<file path="src/rtl/ctir_pkg.sv">
// Package of constants and types for the charger telemetry register bank.
package ctir_pkg;

    // ------------------------------------------------------------------
    // Register indices (printed offsets)
    // ------------------------------------------------------------------
    localparam logic [7:0] CTIR_IDX_BRIDGE_PWR = 8'h56;
    localparam logic [7:0] CTIR_IDX_FIELD_PWR = 8'h58;
    localparam logic [7:0] CTIR_IDX_RX_PWR = 8'h5A;
    localparam logic [7:0] CTIR_IDX_BATT = 8'h5C;
    localparam logic [7:0] CTIR_IDX_INDIC = 8'h5D;
    localparam logic [7:0] CTIR_IDX_FAULT = 8'h5E;
    localparam logic [7:0] CTIR_IDX_HOST_EN = 8'h78;
    localparam logic [7:0] CTIR_IDX_RX_EN = 8'h79;
    localparam logic [7:0] CTIR_IDX_MISC_EN = 8'h7A;
    localparam logic [7:0] CTIR_IDX_SUMMARY = 8'h7C;
    localparam logic [7:0] CTIR_IDX_RX_STAT = 8'h7D;
    localparam logic [7:0] CTIR_IDX_MISC_STAT = 8'h7E;

    // ------------------------------------------------------------------
    // Field positions and write masks
    // ------------------------------------------------------------------
    localparam int CTIR_BIT_CTS = 5;
    localparam int CTIR_BIT_API_CTS = 4;
    localparam int CTIR_BIT_TEST_SUM = 3;
    localparam int CTIR_BIT_MISC_SUM = 2;
    localparam int CTIR_BIT_RX_SUM = 1;
    localparam logic [7:0] CTIR_HOST_EN_MASK = 8'h3E;
    localparam logic [7:0] CTIR_RX_EN_MASK = 8'h3F;
    localparam logic [7:0] CTIR_MISC_EN_MASK = 8'h03;
    localparam logic [7:0] CTIR_INDIC_MASK = 8'h0F;
    localparam logic [7:0] CTIR_MASK_RESET = 8'h00;
    localparam logic [15:0] CTIR_MEAS_RESET = 16'h0000;

    // ------------------------------------------------------------------
    // Fault codes and end-of-transfer reasons
    // ------------------------------------------------------------------
    localparam logic [7:0] CTIR_ERR_NONE = 8'h00;
    localparam logic [7:0] CTIR_ERR_RESOURCES = 8'h01;
    localparam logic [7:0] CTIR_ERR_TIMING = 8'h02;
    localparam logic [7:0] CTIR_ERR_SEQUENCE = 8'h03;
    localparam logic [7:0] CTIR_ERR_DATA = 8'h04;
    localparam logic [7:0] CTIR_ERR_TIMEOUT = 8'h05;
    localparam logic [7:0] CTIR_ERR_FOREIGN = 8'h06;
    localparam logic [7:0] CTIR_ERR_LIMIT = 8'h07;
    localparam logic [7:0] CTIR_ERR_END_XFER = 8'h08;
    localparam logic [7:0] CTIR_EPT_UNKNOWN = 8'h00;
    localparam logic [7:0] CTIR_EPT_COMM = 8'h1B;

    // Indicator codes.
    typedef enum logic [3:0] {
        CTIR_IND_STANDBY = 4'h0,
        CTIR_IND_XFER = 4'h1,
        CTIR_IND_FULL = 4'h2,
        CTIR_IND_EOC = 4'h3,
        CTIR_IND_RX_ERR = 4'h4,
        CTIR_IND_TX_ERR = 4'h5,
        CTIR_IND_FOD_ERR = 4'h6
    } ctir_indicator_t;

    // Telemetry coming from the measurement and packet logic.
    typedef struct packed {
        logic [15:0] bridge_input_power;
        logic [15:0] field_tx_power;
        logic [15:0] rx_reported_power;
        logic [7:0] rx_battery_percent;
        logic [3:0] indicator_code;
        logic [7:0] fault_code;
        logic [7:0] fault_qualifier;
    } ctir_telem_t;

    // Raw status inputs.
    typedef struct packed {
        logic cts;
        logic api_send_ok_flag;
        logic [5:0] rx_event_status;
        logic [1:0] misc_event_status;
        logic test_event_summary;
    } ctir_status_t;

endpackage : ctir_pkg

</file>
<file path="src/rtl/ctir_irq_gen.sv">
// Summary flag and host interrupt generation for the register bank.
`timescale 1ns/100ps
module ctir_irq_gen
    import ctir_pkg::*;
(
    // Clock and reset.
    input wire logic clk_i,
    input wire logic rst_i,
    // Status and masks.
    input wire ctir_status_t status_i,
    input wire logic [7:0] host_en_i,
    input wire logic [7:0] rx_en_i,
    input wire logic [7:0] misc_en_i,
    // Results.
    output logic [7:0] summary_o,
    output logic irq_o
);

    // ------------------------------------------------------------------
    // Summary flags
    // ------------------------------------------------------------------
    logic rx_event_summary;
    logic misc_event_summary;
    logic [7:0] summary_d;
    logic [7:0] summary_q;
    logic [7:0] rise;
    logic irq_d;
    logic irq_q;

    // The RX and misc summary flags follow the enabled status bits; the other summary flags copy their status inputs.
    assign rx_event_summary = |(status_i.rx_event_status & rx_en_i[5:0]);
    assign misc_event_summary = |(status_i.misc_event_status & misc_en_i[1:0]);
    assign summary_d = {2'b00, status_i.cts, status_i.api_send_ok_flag,
                        status_i.test_event_summary, misc_event_summary,
                        rx_event_summary, 1'b0};

    // Rising edges of summary bits gated by the host enable mask.
    assign rise = summary_d & ~summary_q & host_en_i & CTIR_HOST_EN_MASK;
    assign irq_d = rise[CTIR_BIT_CTS] | rise[CTIR_BIT_API_CTS];
    wire irq_sum = rise[CTIR_BIT_RX_SUM] | rise[CTIR_BIT_MISC_SUM]
                   | rise[CTIR_BIT_TEST_SUM];

    // Register the summary and a one-cycle interrupt pulse.
    always_ff @(posedge clk_i or posedge rst_i)
    begin
        if (rst_i)
        begin
            summary_q <= CTIR_MASK_RESET;
            irq_q <= 1'b0;
        end
        else
        begin
            summary_q <= summary_d;
            irq_q <= irq_d | irq_sum;
        end
    end

    assign summary_o = summary_q;
    assign irq_o = irq_q;

endmodule : ctir_irq_gen

</file>
<file path="src/rtl/ctir_regs.sv">
// APB register bank for charger telemetry, fault report and interrupt masks.
//
// Chosen here: register access over APB.
`timescale 1ns/100ps
module ctir_regs
    import ctir_pkg::*;
(
    // Clock and reset.
    input wire logic clk_i,
    input wire logic rst_i,
    // APB slave.
    input wire logic psel_i,
    input wire logic penable_i,
    input wire logic pwrite_i,
    input wire logic [11:0] paddr_i,
    input wire logic [31:0] pwdata_i,
    input wire logic [3:0] pstrb_i,
    output logic [31:0] prdata_o,
    output logic pready_o,
    output logic pslverr_o,
    // Telemetry and status from the same clock domain.
    input wire ctir_telem_t telem_i,
    input wire ctir_status_t status_i,
    // Host interrupt.
    output logic irq_o
);

    // ------------------------------------------------------------------
    // Address decode
    // ------------------------------------------------------------------
    logic [7:0] idx;
    logic aligned;
    logic setup;
    logic wr_en;
    logic hit;
    logic [7:0] summary;
    logic irq_int;

    // Byte address is four times the index; low bits must be zero.
    assign idx = paddr_i[9:2];
    assign aligned = (paddr_i[1:0] == 2'b00) && (paddr_i[11:10] == 2'b00);
    assign setup = psel_i & ~penable_i;
    assign wr_en = psel_i & penable_i & pwrite_i & pready_o & pstrb_i[0];

    // Map of known indices.
    function automatic logic is_mapped(input logic [7:0] i);
        unique case (i)
            CTIR_IDX_BRIDGE_PWR, CTIR_IDX_FIELD_PWR, CTIR_IDX_RX_PWR,
            CTIR_IDX_BATT, CTIR_IDX_INDIC, CTIR_IDX_FAULT,
            CTIR_IDX_HOST_EN, CTIR_IDX_RX_EN, CTIR_IDX_MISC_EN,
            CTIR_IDX_SUMMARY, CTIR_IDX_RX_STAT, CTIR_IDX_MISC_STAT:
                is_mapped = 1'b1;
            default: is_mapped = 1'b0;
        endcase
    endfunction : is_mapped

    assign hit = aligned & is_mapped(idx);

    // ------------------------------------------------------------------
    // Mask registers
    // ------------------------------------------------------------------
    logic [7:0] host_en_q;
    logic [7:0] rx_en_q;
    logic [7:0] misc_en_q;
    logic [7:0] host_en_d;
    logic [7:0] rx_en_d;
    logic [7:0] misc_en_d;
    logic [7:0] wbyte;

    // Only writable bits are kept; reserved bits stay zero.
    assign wbyte = pwdata_i[7:0];
    assign host_en_d = (wr_en && hit && idx == CTIR_IDX_HOST_EN) ?
                       (wbyte & CTIR_HOST_EN_MASK) : host_en_q;
    assign rx_en_d = (wr_en && hit && idx == CTIR_IDX_RX_EN) ?
                     (wbyte & CTIR_RX_EN_MASK) : rx_en_q;
    assign misc_en_d = (wr_en && hit && idx == CTIR_IDX_MISC_EN) ?
                       (wbyte & CTIR_MISC_EN_MASK) : misc_en_q;

    // Masks clear at reset so nothing fires until enabled.
    always_ff @(posedge clk_i or posedge rst_i)
    begin
        if (rst_i)
        begin
            host_en_q <= CTIR_MASK_RESET;
            rx_en_q <= CTIR_MASK_RESET;
            misc_en_q <= CTIR_MASK_RESET;
        end
        else
        begin
            host_en_q <= host_en_d;
            rx_en_q <= rx_en_d;
            misc_en_q <= misc_en_d;
        end
    end

    // ------------------------------------------------------------------
    // Telemetry capture
    // ------------------------------------------------------------------
    ctir_telem_t telem_q;
    logic [7:0] qual_d;

    // The qualifier is meaningful for end-of-transfer; it is passed
    // through for every code since other codes define it as reserved.
    assign qual_d = telem_i.fault_qualifier;

    // Sample the telemetry so readback is stable within an access.
    always_ff @(posedge clk_i or posedge rst_i)
    begin
        if (rst_i)
        begin
            telem_q <= '0;
        end
        else
        begin
            telem_q.bridge_input_power <= telem_i.bridge_input_power;
            telem_q.field_tx_power <= telem_i.field_tx_power;
            telem_q.rx_reported_power <= telem_i.rx_reported_power;
            telem_q.rx_battery_percent <= telem_i.rx_battery_percent;
            telem_q.indicator_code <= telem_i.indicator_code;
            telem_q.fault_code <= telem_i.fault_code;
            telem_q.fault_qualifier <= qual_d;
        end
    end

    // ------------------------------------------------------------------
    // Interrupt logic
    // ------------------------------------------------------------------
    ctir_irq_gen u_irq (
        .clk_i(clk_i),
        .rst_i(rst_i),
        .status_i(status_i),
        .host_en_i(host_en_q),
        .rx_en_i(rx_en_q),
        .misc_en_i(misc_en_q),
        .summary_o(summary),
        .irq_o(irq_int)
    );

    // ------------------------------------------------------------------
    // Read mux and APB answer
    // ------------------------------------------------------------------
    logic [31:0] rdata_mux;
    logic [31:0] prdata_d;
    logic pready_d;
    logic pslverr_d;
    logic irq_q;

    // Selects read data; reserved bits and unmapped words read zero.
    always_comb
    begin
        rdata_mux = 32'h0000_0000;
        unique case (idx)
            CTIR_IDX_BRIDGE_PWR:
                rdata_mux = {16'h0000, telem_q.bridge_input_power};
            CTIR_IDX_FIELD_PWR:
                rdata_mux = {16'h0000, telem_q.field_tx_power};
            CTIR_IDX_RX_PWR:
                rdata_mux = {16'h0000, telem_q.rx_reported_power};
            CTIR_IDX_BATT:
                rdata_mux = {24'h00_0000, telem_q.rx_battery_percent};
            CTIR_IDX_INDIC:
                rdata_mux = {28'h000_0000, telem_q.indicator_code};
            CTIR_IDX_FAULT: rdata_mux = {16'h0000, telem_q.fault_qualifier,
                                         telem_q.fault_code};
            CTIR_IDX_HOST_EN: rdata_mux = {24'h00_0000, host_en_q};
            CTIR_IDX_RX_EN: rdata_mux = {24'h00_0000, rx_en_q};
            CTIR_IDX_MISC_EN: rdata_mux = {24'h00_0000, misc_en_q};
            CTIR_IDX_SUMMARY: rdata_mux = {24'h00_0000, summary};
            CTIR_IDX_RX_STAT:
                rdata_mux = {26'h000_0000, status_i.rx_event_status};
            CTIR_IDX_MISC_STAT: rdata_mux = {30'h0000_0000,
                                             status_i.misc_event_status};
            default: rdata_mux = 32'h0000_0000;
        endcase
    end

    // No wait state: ready rises in the first access cycle.
    assign pready_d = setup;
    assign prdata_d = (setup && !pwrite_i && hit) ?
                      rdata_mux : 32'h0000_0000;
    assign pslverr_d = setup & ~hit;

    // Registered APB outputs and interrupt.
    always_ff @(posedge clk_i or posedge rst_i)
    begin
        if (rst_i)
        begin
            pready_o <= 1'b0;
            prdata_o <= 32'h0000_0000;
            pslverr_o <= 1'b0;
            irq_q <= 1'b0;
        end
        else
        begin
            pready_o <= pready_d;
            prdata_o <= prdata_d;
            pslverr_o <= pslverr_d;
            irq_q <= irq_int;
        end
    end

    assign irq_o = irq_q;

endmodule : ctir_regs

</file>
<file path="config.mk">
export PLATFORM = sky130hd
export DESIGN_NAME = ctir_regs
export DESIGN_NICKNAME = d
export VERILOG_FILES = /design/src/rtl/ctir_pkg.sv /design/src/rtl/ctir_irq_gen.sv /design/src/rtl/ctir_regs.sv
export SDC_FILE = /design/constraint.sdc
export NUM_CORES = 1
export LEC_CHECK = 0
export BUFFER_PORTS_ARGS = -buffer_cell sky130_fd_sc_hd__buf_2
export CORE_ASPECT_RATIO = 1.5
export CORE_MARGIN = 4
export CORE_UTILIZATION = 35
export DETAILED_ROUTE_END_ITERATION = 16
export PLACE_DENSITY = 0.67
export SYNTH_ARGS = -nofsm -noshare
export SYNTH_HDL_FRONTEND = slang
export SYNTH_SLANG_ARGS = --single-unit
</file>
<file path="constraint.sdc">
create_clock -name clk_i -period 12.2 [get_ports clk_i]
set_clock_uncertainty 0.2 [all_clocks]
set_input_delay 2.44 -clock clk_i [delete_from_list [all_inputs] [get_ports clk_i]]
set_output_delay 2.44 -clock clk_i [all_outputs]
set_load 0.01 [all_outputs]
</file>
Word-level counts from Yosys, hierarchy flattened
Index checks and enable logic that the tools add are counted.
{"block": "word_totals", "ff_bits": 130, "input_bits": 140, "output_inout_bits": 35, "elab_cells": 62}
{"block": "op_classes", "eq_ne": 12, "muxes": 3, "n_bitwise": 18, "n_reduce_logical": 13}
{"op": "case mux 16 bit (12 select lines)", "count": 1}
{"op": "equality test 8 x 7 -> 1 bit, second input constant", "count": 12}
{"op": "two-way mux 32 bit", "count": 1}
{"op": "bitwise AND 6 bit", "count": 3}
{"op": "OR reduction 12 bit", "count": 1}
{"op": "bitwise AND 1 bit", "count": 7}
{"op": "logical AND 1 bit", "count": 7}
{"op": "NOT 6 bit", "count": 1}
{"op": "OR reduction 6 bit", "count": 1}
{"op": "zero test 2 bit", "count": 2}
{"op": "OR 1 bit", "count": 4}
{"op": "bitwise AND 2 bit", "count": 1}
{"op": "NOT 1 bit", "count": 2}
{"op": "OR reduction 2 bit", "count": 1}
{"op": "zero test 1 bit", "count": 1}
{"op": "two-way mux 1 bit", "count": 1}

Depth between registers and ports, before layout
Gate-level depths: netlist of the first run.
{"block": "logic_depth", "word_depth": 7, "mapped_depth": 7}

Cells and area by module
Synthesis of the first run repeated with hierarchy kept, for this count alone.
{"block": "unflattened", "hier_cells": 351, "area_unflattened_um2": 4516.8}
{"module": "ctir_regs", "instances": 1, "cells_each": 328, "area_each_um2": 4231.6, "seq_area_each_um2": 2702.6}
{"module": "ctir_irq_gen", "instances": 1, "cells_each": 23, "area_each_um2": 285.3, "seq_area_each_um2": 150.1}

Worst setup path before layout of the first run
No wires, ideal clock.
{"block": "synth_timing", "kind": "input-to-reg", "startpoint": "in paddr_i[4]", "endpoint": "reg rx_en_q[0]", "setup_ps": 125, "arrival_time_ps": 4089, "required_ps": 11875, "path_slack_ps": 7786, "path_stages": 6, "cell_sequence": "buf_6 -> nand2b_4 -> buf_6 -> or4_4 -> a2111oi_4 -> mux2_2"}
{"block": "synth_between", "elab_chain_cells": 6}
{"element": "start, declared", "line_no": "ctir_regs.sv:15", "source": "input wire logic [11:0] paddr_i,"}
{"element": "equality test 8 x 7 -> 1 bit, on equally long branches", "line_no": "ctir_regs.sv:47, ctir_regs.sv:74"}
{"element": "OR reduction 12 bit", "line_no": "ctir_regs.sv:47", "source": "unique case (i)"}
{"element": "two-way mux 1 bit", "line_no": "ctir_regs.sv:47"}
{"element": "bitwise AND 1 bit", "line_no": "ctir_regs.sv:57", "source": "assign hit = aligned & is_mapped(idx);"}
{"element": "logical AND 1 bit", "line_no": "ctir_regs.sv:74", "source": "assign rx_en_d = (wr_en && hit && idx == CTIR_IDX_RX_EN) ?"}
{"element": "logical AND 1 bit *", "line_no": "ctir_regs.sv:74"}
{"element": "end signal, assigned", "line_no": "ctir_regs.sv:91", "source": "rx_en_q <= rx_en_d;"}
{"element": "end, declared", "line_no": "ctir_regs.sv:63", "source": "logic [7:0] rx_en_q;"}
Mark *: on every way between the ends. The rest lies on a longest branch, timed or not.
A chain may end at the register's enable or synchronous reset.

Worst setup path after layout of the first run
{"block": "layout_timing", "startpoint": "in paddr_i[4]", "endpoint": "reg rx_en_q[4]"}
The elaborated chain is that of the path after synthesis.

==> results of run 1 <==
==> power by group through the flow <==
stage,sequential (uW),clock (uW),combinational (uW)
2_1_floorplan,401,0,33.8
3_3_place_gp,402,0,56.3
3_5_place_dp,402,0,57.1
4_1_cts,396,532,57.3
5_1_grt,397,548,62.7
6_report,396,522,56.3
==> through the flow <==
step	util, %	setup WS (ns)	power [uW]	instances	instance area [um2]
final	46.8	7.61	974	636	5880
after global routing	46.8	7.53	1010	636	5880
after CTS	46.7	7.62	985	635	5880
after detailed placement	41.7	7.16	460	603	5240
after global placement	41.7	7.20	458	603	5240
after floorplan	-	6.54	435	350	4580
==> cells by family (layout without fill, tap and decap cells) <==
| logic type | count (synthesis) | after routing | synth area share, % |
|---|---|---|---|
| simple gates | 79 | 79 | 10.6 |
| mux | 42 | 42 | 10.7 |
| compound gates | 61 | 61 | 10.6 |
| other cells | 1 | 17 | 0.0828 |
| buf+inv | 38 | 167 | 4.92 |
| flops | 114 | 114 | 63.0 |
==> registers in the layout, indices dropped and copies added (netlist names) <==
signal,flops
prdata_o,16
pslverr_o,1
irq_o,1
pready_o,1
misc_en_q,2
host_en_q,5
telem_q,76
u_irq.summary_o,5
u_irq.irq_o,1
rx_en_q,6
==> how the worst max path moves through the flow <==
stage | startpoint | to | depth (start not counted)
3_3_place_gp | paddr_i[4] | rx_en_q[3] | 4
6_report | paddr_i[4] | rx_en_q[4] | 4
2_1_floorplan | rst_i | host_en_q[1] | 1
5_1_grt | paddr_i[4] | rx_en_q[5] | 4
4_1_cts | paddr_i[4] | rx_en_q[1] | 4
3_5_place_dp | paddr_i[4] | rx_en_q[1] | 4
==> cells in the mapped netlist, types with 3 or more instances <==
cell	number
nand3b_1	3
o21ai_0	5
mux2_2	31
a31oi_1	6
buf_2	4
nand3_1	21
a21oi_1	11
buf_4	16
nor3b_1	4
a21o_1	5
a22o_1	8
a32oi_1	8
a211o_1	3
nor3_1	4
and3_1	3
nand2_1	10
dfrtp_1	114
nor2_1	9
a22oi_1	7
mux2i_1	9
inv_1	4
clkbuf_1	11
nor2b_1	4
==> worst reg2reg max path, delay by kind of cell (launching register included) <==
kind            cells  cell delay [ns]
simple gates        2             0.58
compound gates      1             0.47
mux                 1             0.40
flops               1             0.37
==> per-layer routing <==
layer,routed length [um],up-vias
met5,0,-
met4,395,0
met3,773,25
met2,6000,140
met1,4280,1525
li1,-,1453
==> final cells by class <==
| class | count | area [um2] | share of cell area, % |
|---|---|---|---|
| sequential | 114 | 2850 | 48.5 |
| inverter | 4 | 17.5 | 0.298 |
| tap | 156 | 195 | 3.32 |
| clock inverter | 13 | 184 | 3.13 |
| timing repair buffer | 131 | 661 | 11.2 |
| clock buffer | 19 | 453 | 7.70 |
| multi-input combinational | 198 | 1510 | 25.8 |
| antenna | 1 | 2.50 | 0.0426 |
==> key figures, run 1 <==
Synth
  – Synth Instances: 335
  – Synthesized cell area: 4530 um2
  – Largest area contributor in the netlist: dfrtp_1
  – Synthesized area per cell: 13.5 um2
  – YS warnings: 0
  – Ys flop type: dfrtp_1
  – Library cells used by synthesis: 47
  – Synth Register Bits: 114
  – Ranking of synthesized cells by area: dfrtp_1 (63%), mux2_2 (7.7%), buf_4 (2.7%)
  – Seq/Total Area, Yosys: 63.0%
  – EDFF count, synth: 0
  – Yosys top cell area share: 63.0%
  – Synth async-reset ratio: 100%

Timing
  – Post-layout min period: 4.59 ns
  – Final setup vio count: 0
  – Count of final hold-check violations: 0
  – Max-slew headroom at the worst pin: 36.5%
  – Max-slew violation count: 0
  – Final hold slack: 0.146 ns
  – Fmax: 218 MHz
  – Tcrit/Tclk final: 37.7%
  – Slew @ Worst Pin: 0.948 ns
  – Setup TNS: 0 ns
  – RSZ-0062 raised after global routing: false

Clock network
  – H-tree depth: 4
  – TritonCTS Sinks: 114
  – CTS tree: built
  – Inserted Clock Buffers: 17
  – Worst-skew pair later-pin latency: 0.40 ns
  – Post-cts gate resize count: 0
  – Clock buffer depth: 2
  – Setup Fix Bufs, Post-CTS: 0
  – Hold_buf cts: 0
  – Root Buffer: clkbuf_16
  – Clock transition at the registers of the reported paths: 0.05 ns

Place
  – IO buf count: 129
  – Placer Congestion: 0.872
  – Post-DP HPWL: 8450 um

Critical path
  – Critical path's top delay family: compound AO/OA/AOI/OAI gates
  – CP cell instances: buf_2 -> o21ai_1 -> a2111oi_4 -> mux2_2
  – Crit Path Max Fanout: 36
  – R2R depth: 4
  – R2R Path Start: pready_o
  – Crit path DAT: 4.68 ns
  – Crit end category: register
  – Worst path slowest cell: a2111oi_4
  – Crit path buffers/inverters: 1
  – CP required: 12.29 ns
  – Crit Path Category: in -> reg
  – CP Launch Type: primary input
  – Crit-path max cell delay: 0.75 ns
  – Reg2Reg Setup Slack: 10.05 ns
  – Worst r2r dst: host_en_q[5]

Pwr
  – Switching share of power: 21.2%
  – LEAKAGE: 0.00272 uW
  – Combinational Power Share: 5.8%
  – Clock power share: 53.6%
  – VDD IR max: 104 uV
  – Sequential power share: 40.7%
  – Switching pwr: 206 uW
  – Internal power: 768 uW
  – Pwr dens: 166 nW/um2

Global routing
  – GR met2 Demand/Resource: 27.3%
  – Total global-route track usage: 16.0%
  – Vias in the first global route: 3473
  – M3 GR Usage: 5.13%
  – Initial antenna violation count: 1
  – First-pass GRT wire length: 17900 um
  – GRT Max-Usage Layer: met2
  – M1 GR Usage: 17.5%
  – Grt ovf: 0
  – Largest net degree at the start of global routing: 69

Floorplanning
  – DIE AREA: 14900 um2
  – Starting Density: 36.0%
  – Core Footprint: 12600 um2
  – Row cnt: 50
  – Die Wd: 101 um
  – Die Ht: 147 um
  – # IOs: 175

Finish
  – Area growth syn-to-layout: 29.9%
  – Share of cells above drive strength 1: 42.8%
  – Nets: 606
  – Filler cell count: 1114
  – Commonest cells after routing, fill and taps aside: buf_2 (129), dfrtp_1 (114), mux2_2 (31)
  – Commonest non-fill, non-tap cell in the layout: buf_2

Route
  – Post-route ant nets: 0
  – # DRC: 0
  – Wire per inst: 18.0 um
  – 1st-iter DRT viols: 154
  – DRT Pass-1 Iters: 4
  – Vias post-DR: 3143
  – Routed vias/inst: 4.94
  – Final WL: 11500 um

Worst hold path
  – Hold EP: irq_o
  – Hold Crit Class: reg -> reg
  – Hold Crit Depth: 0
  – Hold_sp: u_irq.irq_o

Job
  – Maxcap violations: 0

Status
  – Status: complete, no violations
(Power assumes the default switching activity.)
==> inputs of run 2 (changes only) <==
- PLACE_DENSITY: 0.67 -> 0.69
- clock period: 12.2 -> 3.85 ns (I/O delays scaled with it)
==> run 2 against run 1 <==
Sequential cell count unchanged. Sequential power increased to 3.2 times the previous value. Core utilization increased by 0.38 points. Total power increased to 3.2 times the previous value. Hold slack improved by 0.0030 ns. Via count increased by 2.4%. Non-clock buffer count increased by 4. Die area unchanged. Combinational power increased to 3.3 times the previous value. First-iteration DRC count increased by 2.6%. Critical path depth increased by 1. Sequential share of layout area decreased by 0.39 points.
==> key figures, run 2 (synthesis gave the netlist of run 1 again) <==
Pwr
  – Pwr Total: 3130 uW (+220%)
  – Pwr dens: 528 nW/um2 (+220%)
  – VDD IR max: 335 uV (+220%)
  – LEAKAGE: 0.00276 uW (+1.6%)

Floorplanning
  – Core Footprint: 12600 um2 (unchanged)
  – Row cnt: 50 (unchanged)
  – # IOs: 175 (unchanged)
  – Die Wd: 101 um (unchanged)
  – DIE AREA: 14900 um2 (unchanged)
  – Starting Density: 36.0% (unchanged)
  – Die Ht: 147 um (unchanged)

Place
  – Post-DP HPWL: 8490 um (+0.51%)
  – IO buf count: 129 (unchanged)
  – Placer Congestion: 0.853 (-2.2%)
  – Post-Place Setup Slack: 0.609 ns (-6.55 ns)

Timing
  – Max-slew headroom at the worst pin: 35.3% (-1.2 points)
  – Final setup vio count: 0 (unchanged)
  – RSZ-0062 raised after global routing: false
  – Final worst slack: 0.992 ns (-6.61 ns)
  – Slew @ Worst Pin: 0.960 ns (+0.0116 ns)
  – Count of final hold-check violations: 0 (unchanged)
  – Post-layout min period: 2.86 ns
  – Setup TNS: 0 ns (unchanged)
  – Tcrit/Tclk final: 74.2%
  – Fmax: 350 MHz
  – Max-slew violation count: 0 (unchanged)

Critical path
  – CP required: 3.93 ns (-8.36 ns)
  – CP Launch Type: primary input
  – Crit end category: register
  – Crit Path Category: in -> reg
  – Crit path DAT: 2.94 ns (-1.74 ns)
  – Crit Path Max Fanout: 11 (-69%)

Clock network
  – Setup Fix Bufs, Post-CTS: 0 (unchanged)
  – H-tree depth: 4 (unchanged)
  – Hold_buf cts: 0 (unchanged)
  – Root Buffer: clkbuf_16
  – Post-cts gate resize count: 0 (unchanged)
  – Worst-skew pair later-pin latency: 0.40 ns (about the same)
  – Clock transition at the registers of the reported paths: 0.05 ns (about the same)
  – TritonCTS Sinks: 114 (unchanged)
  – CTS tree: built
  – Clock buffer depth: 2 (unchanged)
  – Inserted Clock Buffers: 17 (unchanged)

Finish
  – Max reg flops: 76 (unchanged)
  – Largest Register: telem_q
  – Ant diodes: 0 (-1)
  – Largest regs: telem_q (76), prdata_o (16), rx_en_q (6)
  – Area growth syn-to-layout: 30.9%
  – Commonest non-fill, non-tap cell in the layout: buf_2
  – Commonest cells after routing, fill and taps aside: buf_2 (129), dfrtp_1 (114), mux2_2 (31)
  – Share of cells above drive strength 1: 42.9% (+0.060 points)
  – Nets: 610 (+0.66%)

Global routing
  – First-pass GRT wire length: 18100 um (+1.3%)
  – Initial antenna violation count: 2 (+1)
  – Grt ovf: 0 (unchanged)
  – Vias in the first global route: 3491 (+0.52%)
  – Largest net degree at the start of global routing: 115 (+67%)
  – Total global-route track usage: 16.5% (+0.45 points)

Route
  – 1st-iter DRT viols: 158 (+2.6%)
  – Final WL: 11700 um (+1.8%)
  – # DRC: 0 (unchanged)
  – Vias post-DR: 3217 (+2.4%)
  – Wire per inst: 18.2 um (+1.3%)
  – Routed vias/inst: 5.03 (+1.9%)
  – DRT Pass-1 Iters: 5 (+1)
  – Post-route ant nets: 0 (unchanged)

Status
  – Status: complete, no violations

Job
  – Maxcap violations: 0 (unchanged)

Worst hold path
  – Hold Crit Class: reg -> reg
[run 2: worst paths after layout]
check / cells after the start / slack (ns) / end / from
worst max-delay path: 5 / 0.99 / rx_en_q[1] / paddr_i[7]
worst min register to register: 0 / 0.15 / irq_o / u_irq.irq_o
max in group asynchronous: 3 / 2.64 / telem_q[30] / rst_i
worst min-delay path: 0 / 0.15 / irq_o / u_irq.irq_o
worst max register to register: 4 / 1.72 / host_en_q[5] / pready_o
min in group asynchronous: 3 / 0.30 / telem_q[23] / rst_i
[run 2: final cells by class]
type | instances | area [um2]
Tap cell | 156 | 195
Clock inverter | 11 | 183
Fill cell | 1100 | 6650
Clock buffer | 21 | 460
Timing Repair Buffer | 135 | 703
Sequential cell | 114 | 2850
Multi-Input combinational cell | 198 | 1510
Inverter | 4 | 18.8
[run 2: power breakdown]
part	internal [uW]	total, uW	switching, uW
Sequential	1240	1260	12.8
Combinational	79.8	184	105
Clock	1180	1690	515
Total	2500	3130	632
[run 2: routing by layer]
| layer | track usage [%] | vias up | wire, um |
|---|---|---|---|
| met5 | 0 | - | 21 |
| met4 | 8.77 | 4 | 311 |
| met3 | 5.08 | 26 | 1000 |
| met2 | 28.0 | 155 | 6200 |
| met1 | 18.1 | 1569 | 4110 |
| li1 | - | 1463 | - |
[run 2: worst max-delay path: stages]
cell and delay, ns:
buf_2 0.21, nand4b_1 0.38, or4_4 0.56, a2111oi_4 0.60
mux2_2 0.41
[run 2: through the flow]
stage / hold slack [ns] / instances / instance area (um2) / util (%)
final: 0.149 / 639 / 5930 / 47.1
after floorplan: 0.131 / 350 / 4590 / -
after global placement: 0.134 / 607 / 5280 / 42.0
after detailed placement: 0.140 / 607 / 5280 / 42.0
after CTS: 0.153 / 639 / 5930 / 47.1
after global routing: 0.164 / 639 / 5930 / 47.1
==> inputs of run 3 (changes only) <==
- PLACE_DENSITY: 0.69 -> 0.67
- clock period: 3.85 -> 2.95 ns (I/O delays scaled with it)
==> run 3 against run 2 <==
Sequential power increased by 30%. Critical endpoint is now prdata_o[2]. Largest cell class unchanged. Final cell count increased by 1.1%. Hold slack got worse by 0.058 ns. Highest routed layer is now met4. Die area unchanged. Combinational power increased by 33%. Sequential share of layout area increased by 0.081 points. Core utilization decreased by 0.080 points. Routed wire length increased by 0.58%. Critical path depth unchanged. Total power increased by 22%.
==> key figures, run 3 (synthesis gave the netlist of run 1 again) <==
Finish
  – Utilization after layout: 47.1% (-0.080 points)
  – Area growth syn-to-layout: 30.7%
  – Largest Register: telem_q
  – Share of cells above drive strength 1: 43.4% (+0.59 points)
  – Nets: 618 (+1.3%)
  – Commonest cells after routing, fill and taps aside: buf_2 (129), dfrtp_1 (114), mux2_2 (31)
  – Max reg flops: 76 (unchanged)
  – Largest regs: telem_q (76), prdata_o (16), rx_en_q (6)
  – Commonest non-fill, non-tap cell in the layout: buf_2

Global routing
  – Largest net degree at the start of global routing: 115 (unchanged)
  – Total global-route track usage: 16.2% (-0.23 points)
  – First-pass GRT wire length: 18100 um (-0.12%)
  – Initial antenna violation count: 2 (unchanged)
  – Vias in the first global route: 3571 (+2.3%)
  – Grt ovf: 0 (unchanged)

Clock network
  – Clock transition at the registers of the reported paths: 0.05 ns (about the same)
  – Post-cts gate resize count: 0 (unchanged)
  – Inserted Clock Buffers: 17 (unchanged)
  – Worst-skew pair later-pin latency: 0.40 ns (about the same)
  – Setup Fix Bufs, Post-CTS: 0 (unchanged)
  – Hold_buf cts: 0 (unchanged)
  – Root Buffer: clkbuf_16
  – CTS tree: built
  – H-tree depth: 4 (unchanged)
  – Clock buffer depth: 2 (unchanged)
  – TritonCTS Sinks: 114 (unchanged)

Worst hold path
  – Hold EP: telem_q[23]
  – Hold_sp: telem_i[23]
  – Hold Crit Class: in -> reg
  – Hold Crit Depth: 1 (+1)

Route
  – Routed length on met3: 946 um (-5.8%)
  – # DRC: 0 (unchanged)
  – Wire per inst: 18.1 um (-0.51%)
  – Final WL: 11700 um (+0.58%)
  – Met2 Routed Length: 6180 um (-0.40%)
  – DRT Pass-1 Iters: 4 (-1)
  – Vias post-DR: 3243 (+0.81%)
  – Post-route ant nets: 0 (unchanged)
  – Highest routed layer: met4
  – M1 WL: 4210 um (+2.2%)
  – Routed vias/inst: 5.02 (-0.28%)
  – 1st-iter DRT viols: 138 (-13%)

Place
  – Placer Congestion: 0.875 (+2.7%)
  – Post-DP HPWL: 8480 um (about the same)
  – IO buf count: 129 (unchanged)

Critical path
  – Crit Path Max Fanout: 16 (+5)
  – Worst r2r dst: misc_en_q[1]
  – Reg2Reg Setup Slack: 0.89 ns (-0.83 ns)
  – CP Launch Type: primary input
  – R2R depth: 4 (unchanged)
  – R2R Path Start: pready_o
  – Crit end category: register
  – Crit Path Category: in -> reg
  – CP cell instances: buf_2 -> nor2b_1 -> o21ai_0 -> a2111o_1 -> a31oi_1
  – Critical Path Source: paddr_i[7]
  – Crit path DAT: 2.46 ns (-0.48 ns)
  – CP required: 2.99 ns (-0.94 ns)
  – Crit-path max cell delay: 0.71 ns (+0.11 ns)
  – Worst path slowest cell: o21ai_0

Floorplanning
  – Die Ht: 147 um (unchanged)
  – # IOs: 175 (unchanged)
  – Row cnt: 50 (unchanged)
  – DIE AREA: 14900 um2 (unchanged)
  – Starting Density: 36.0% (unchanged)
  – Core Footprint: 12600 um2 (unchanged)
  – Die Wd: 101 um (unchanged)

Timing
  – Post-layout min period: 2.42 ns
  – Count of final hold-check violations: 0 (unchanged)
  – Max-slew headroom at the worst pin: 39.2% (+3.8 points)
  – Tcrit/Tclk final: 82.0%
  – Final setup vio count: 0 (unchanged)
  – Max-slew violation count: 0 (unchanged)
  – Fmax: 414 MHz
  – RSZ-0062 raised after global routing: false
  – Setup TNS: 0 ns (unchanged)
  – Slew @ Worst Pin: 0.903 ns (-0.0568 ns)

Status
  – Status: complete, no violations

Pwr
  – LEAKAGE: 0.00277 uW (+0.30%)
  – VDD IR max: 380 uV (+14%)
  – Pwr Total: 3830 uW (+22%)
  – Pwr dens: 648 nW/um2 (+23%)

Job
  – Maxcap violations: 0 (unchanged)
-- run 3: cell types whose count changed in the layout (fill, tap and decap cells not counted) --
| cell | change |
|---|---|
| diode_2 | +2 |
| clkbuf_8 | +2 |
| bufinv_16 | -3 |
| buf_4 | +8 |
| clkinvlp_4 | -1 |
| clkinv_2 | -1 |
-- run 3: power by group --
part | leakage [uW] | internal (uW) | switching, uW | total, uW
clock | 0.000285 | 1310 | 638 | 1950
combinational | 0.00108 | 108 | 137 | 245
sequential | 0.00141 | 1620 | 16.9 | 1640
-- run 3: worst max path at each step --
stage	slack [ns]	to
after floorplan	0.39	rx_en_q[0]
after global placement	0.16	prdata_o[5]
after detailed placement	0.13	prdata_o[6]
after CTS	0.53	prdata_o[2]
after global routing	0.37	prdata_o[10]
final	0.53	prdata_o[2]
-- run 3: critical path: cells and delay by family --
kind            cells  cell delay (ns)
compound gates      3             1.55
buf+inv             1             0.17
simple gates        1             0.15
-- run 3: metal layers --
metal / vias up / GRT usage [%]
met1: 1581 / 16.9
li1: 1481 / -
met2: 154 / 28.3
met3: 27 / 5.56
met5: - / 0
met4: 0 / 8.50
-- run 3: cell type report --
cell class	instances	area, um2
Sequential cell	114	2850
Clock buffer	23	488
Timing Repair Buffer	143	763
Multi-Input combinational cell	198	1510
Inverter	4	18.8
Tap cell	156	195
Clock inverter	6	80.1
Fill cell	1134	6660
Antenna cell	2	5.00
-- run 3: through the flow --
step	std cells	hold WS, ns	setup WS [ns]	instance area [um2]
2_1_floorplan	350	0.131	0.386	4590
3_3_place_gp	615	0.134	0.159	5340
3_5_place_dp	615	0.141	0.126	5340
4_1_cts	644	0.0747	0.528	5910
5_1_grt	646	0.0701	0.374	5920
6_report	646	0.0906	0.532	5920
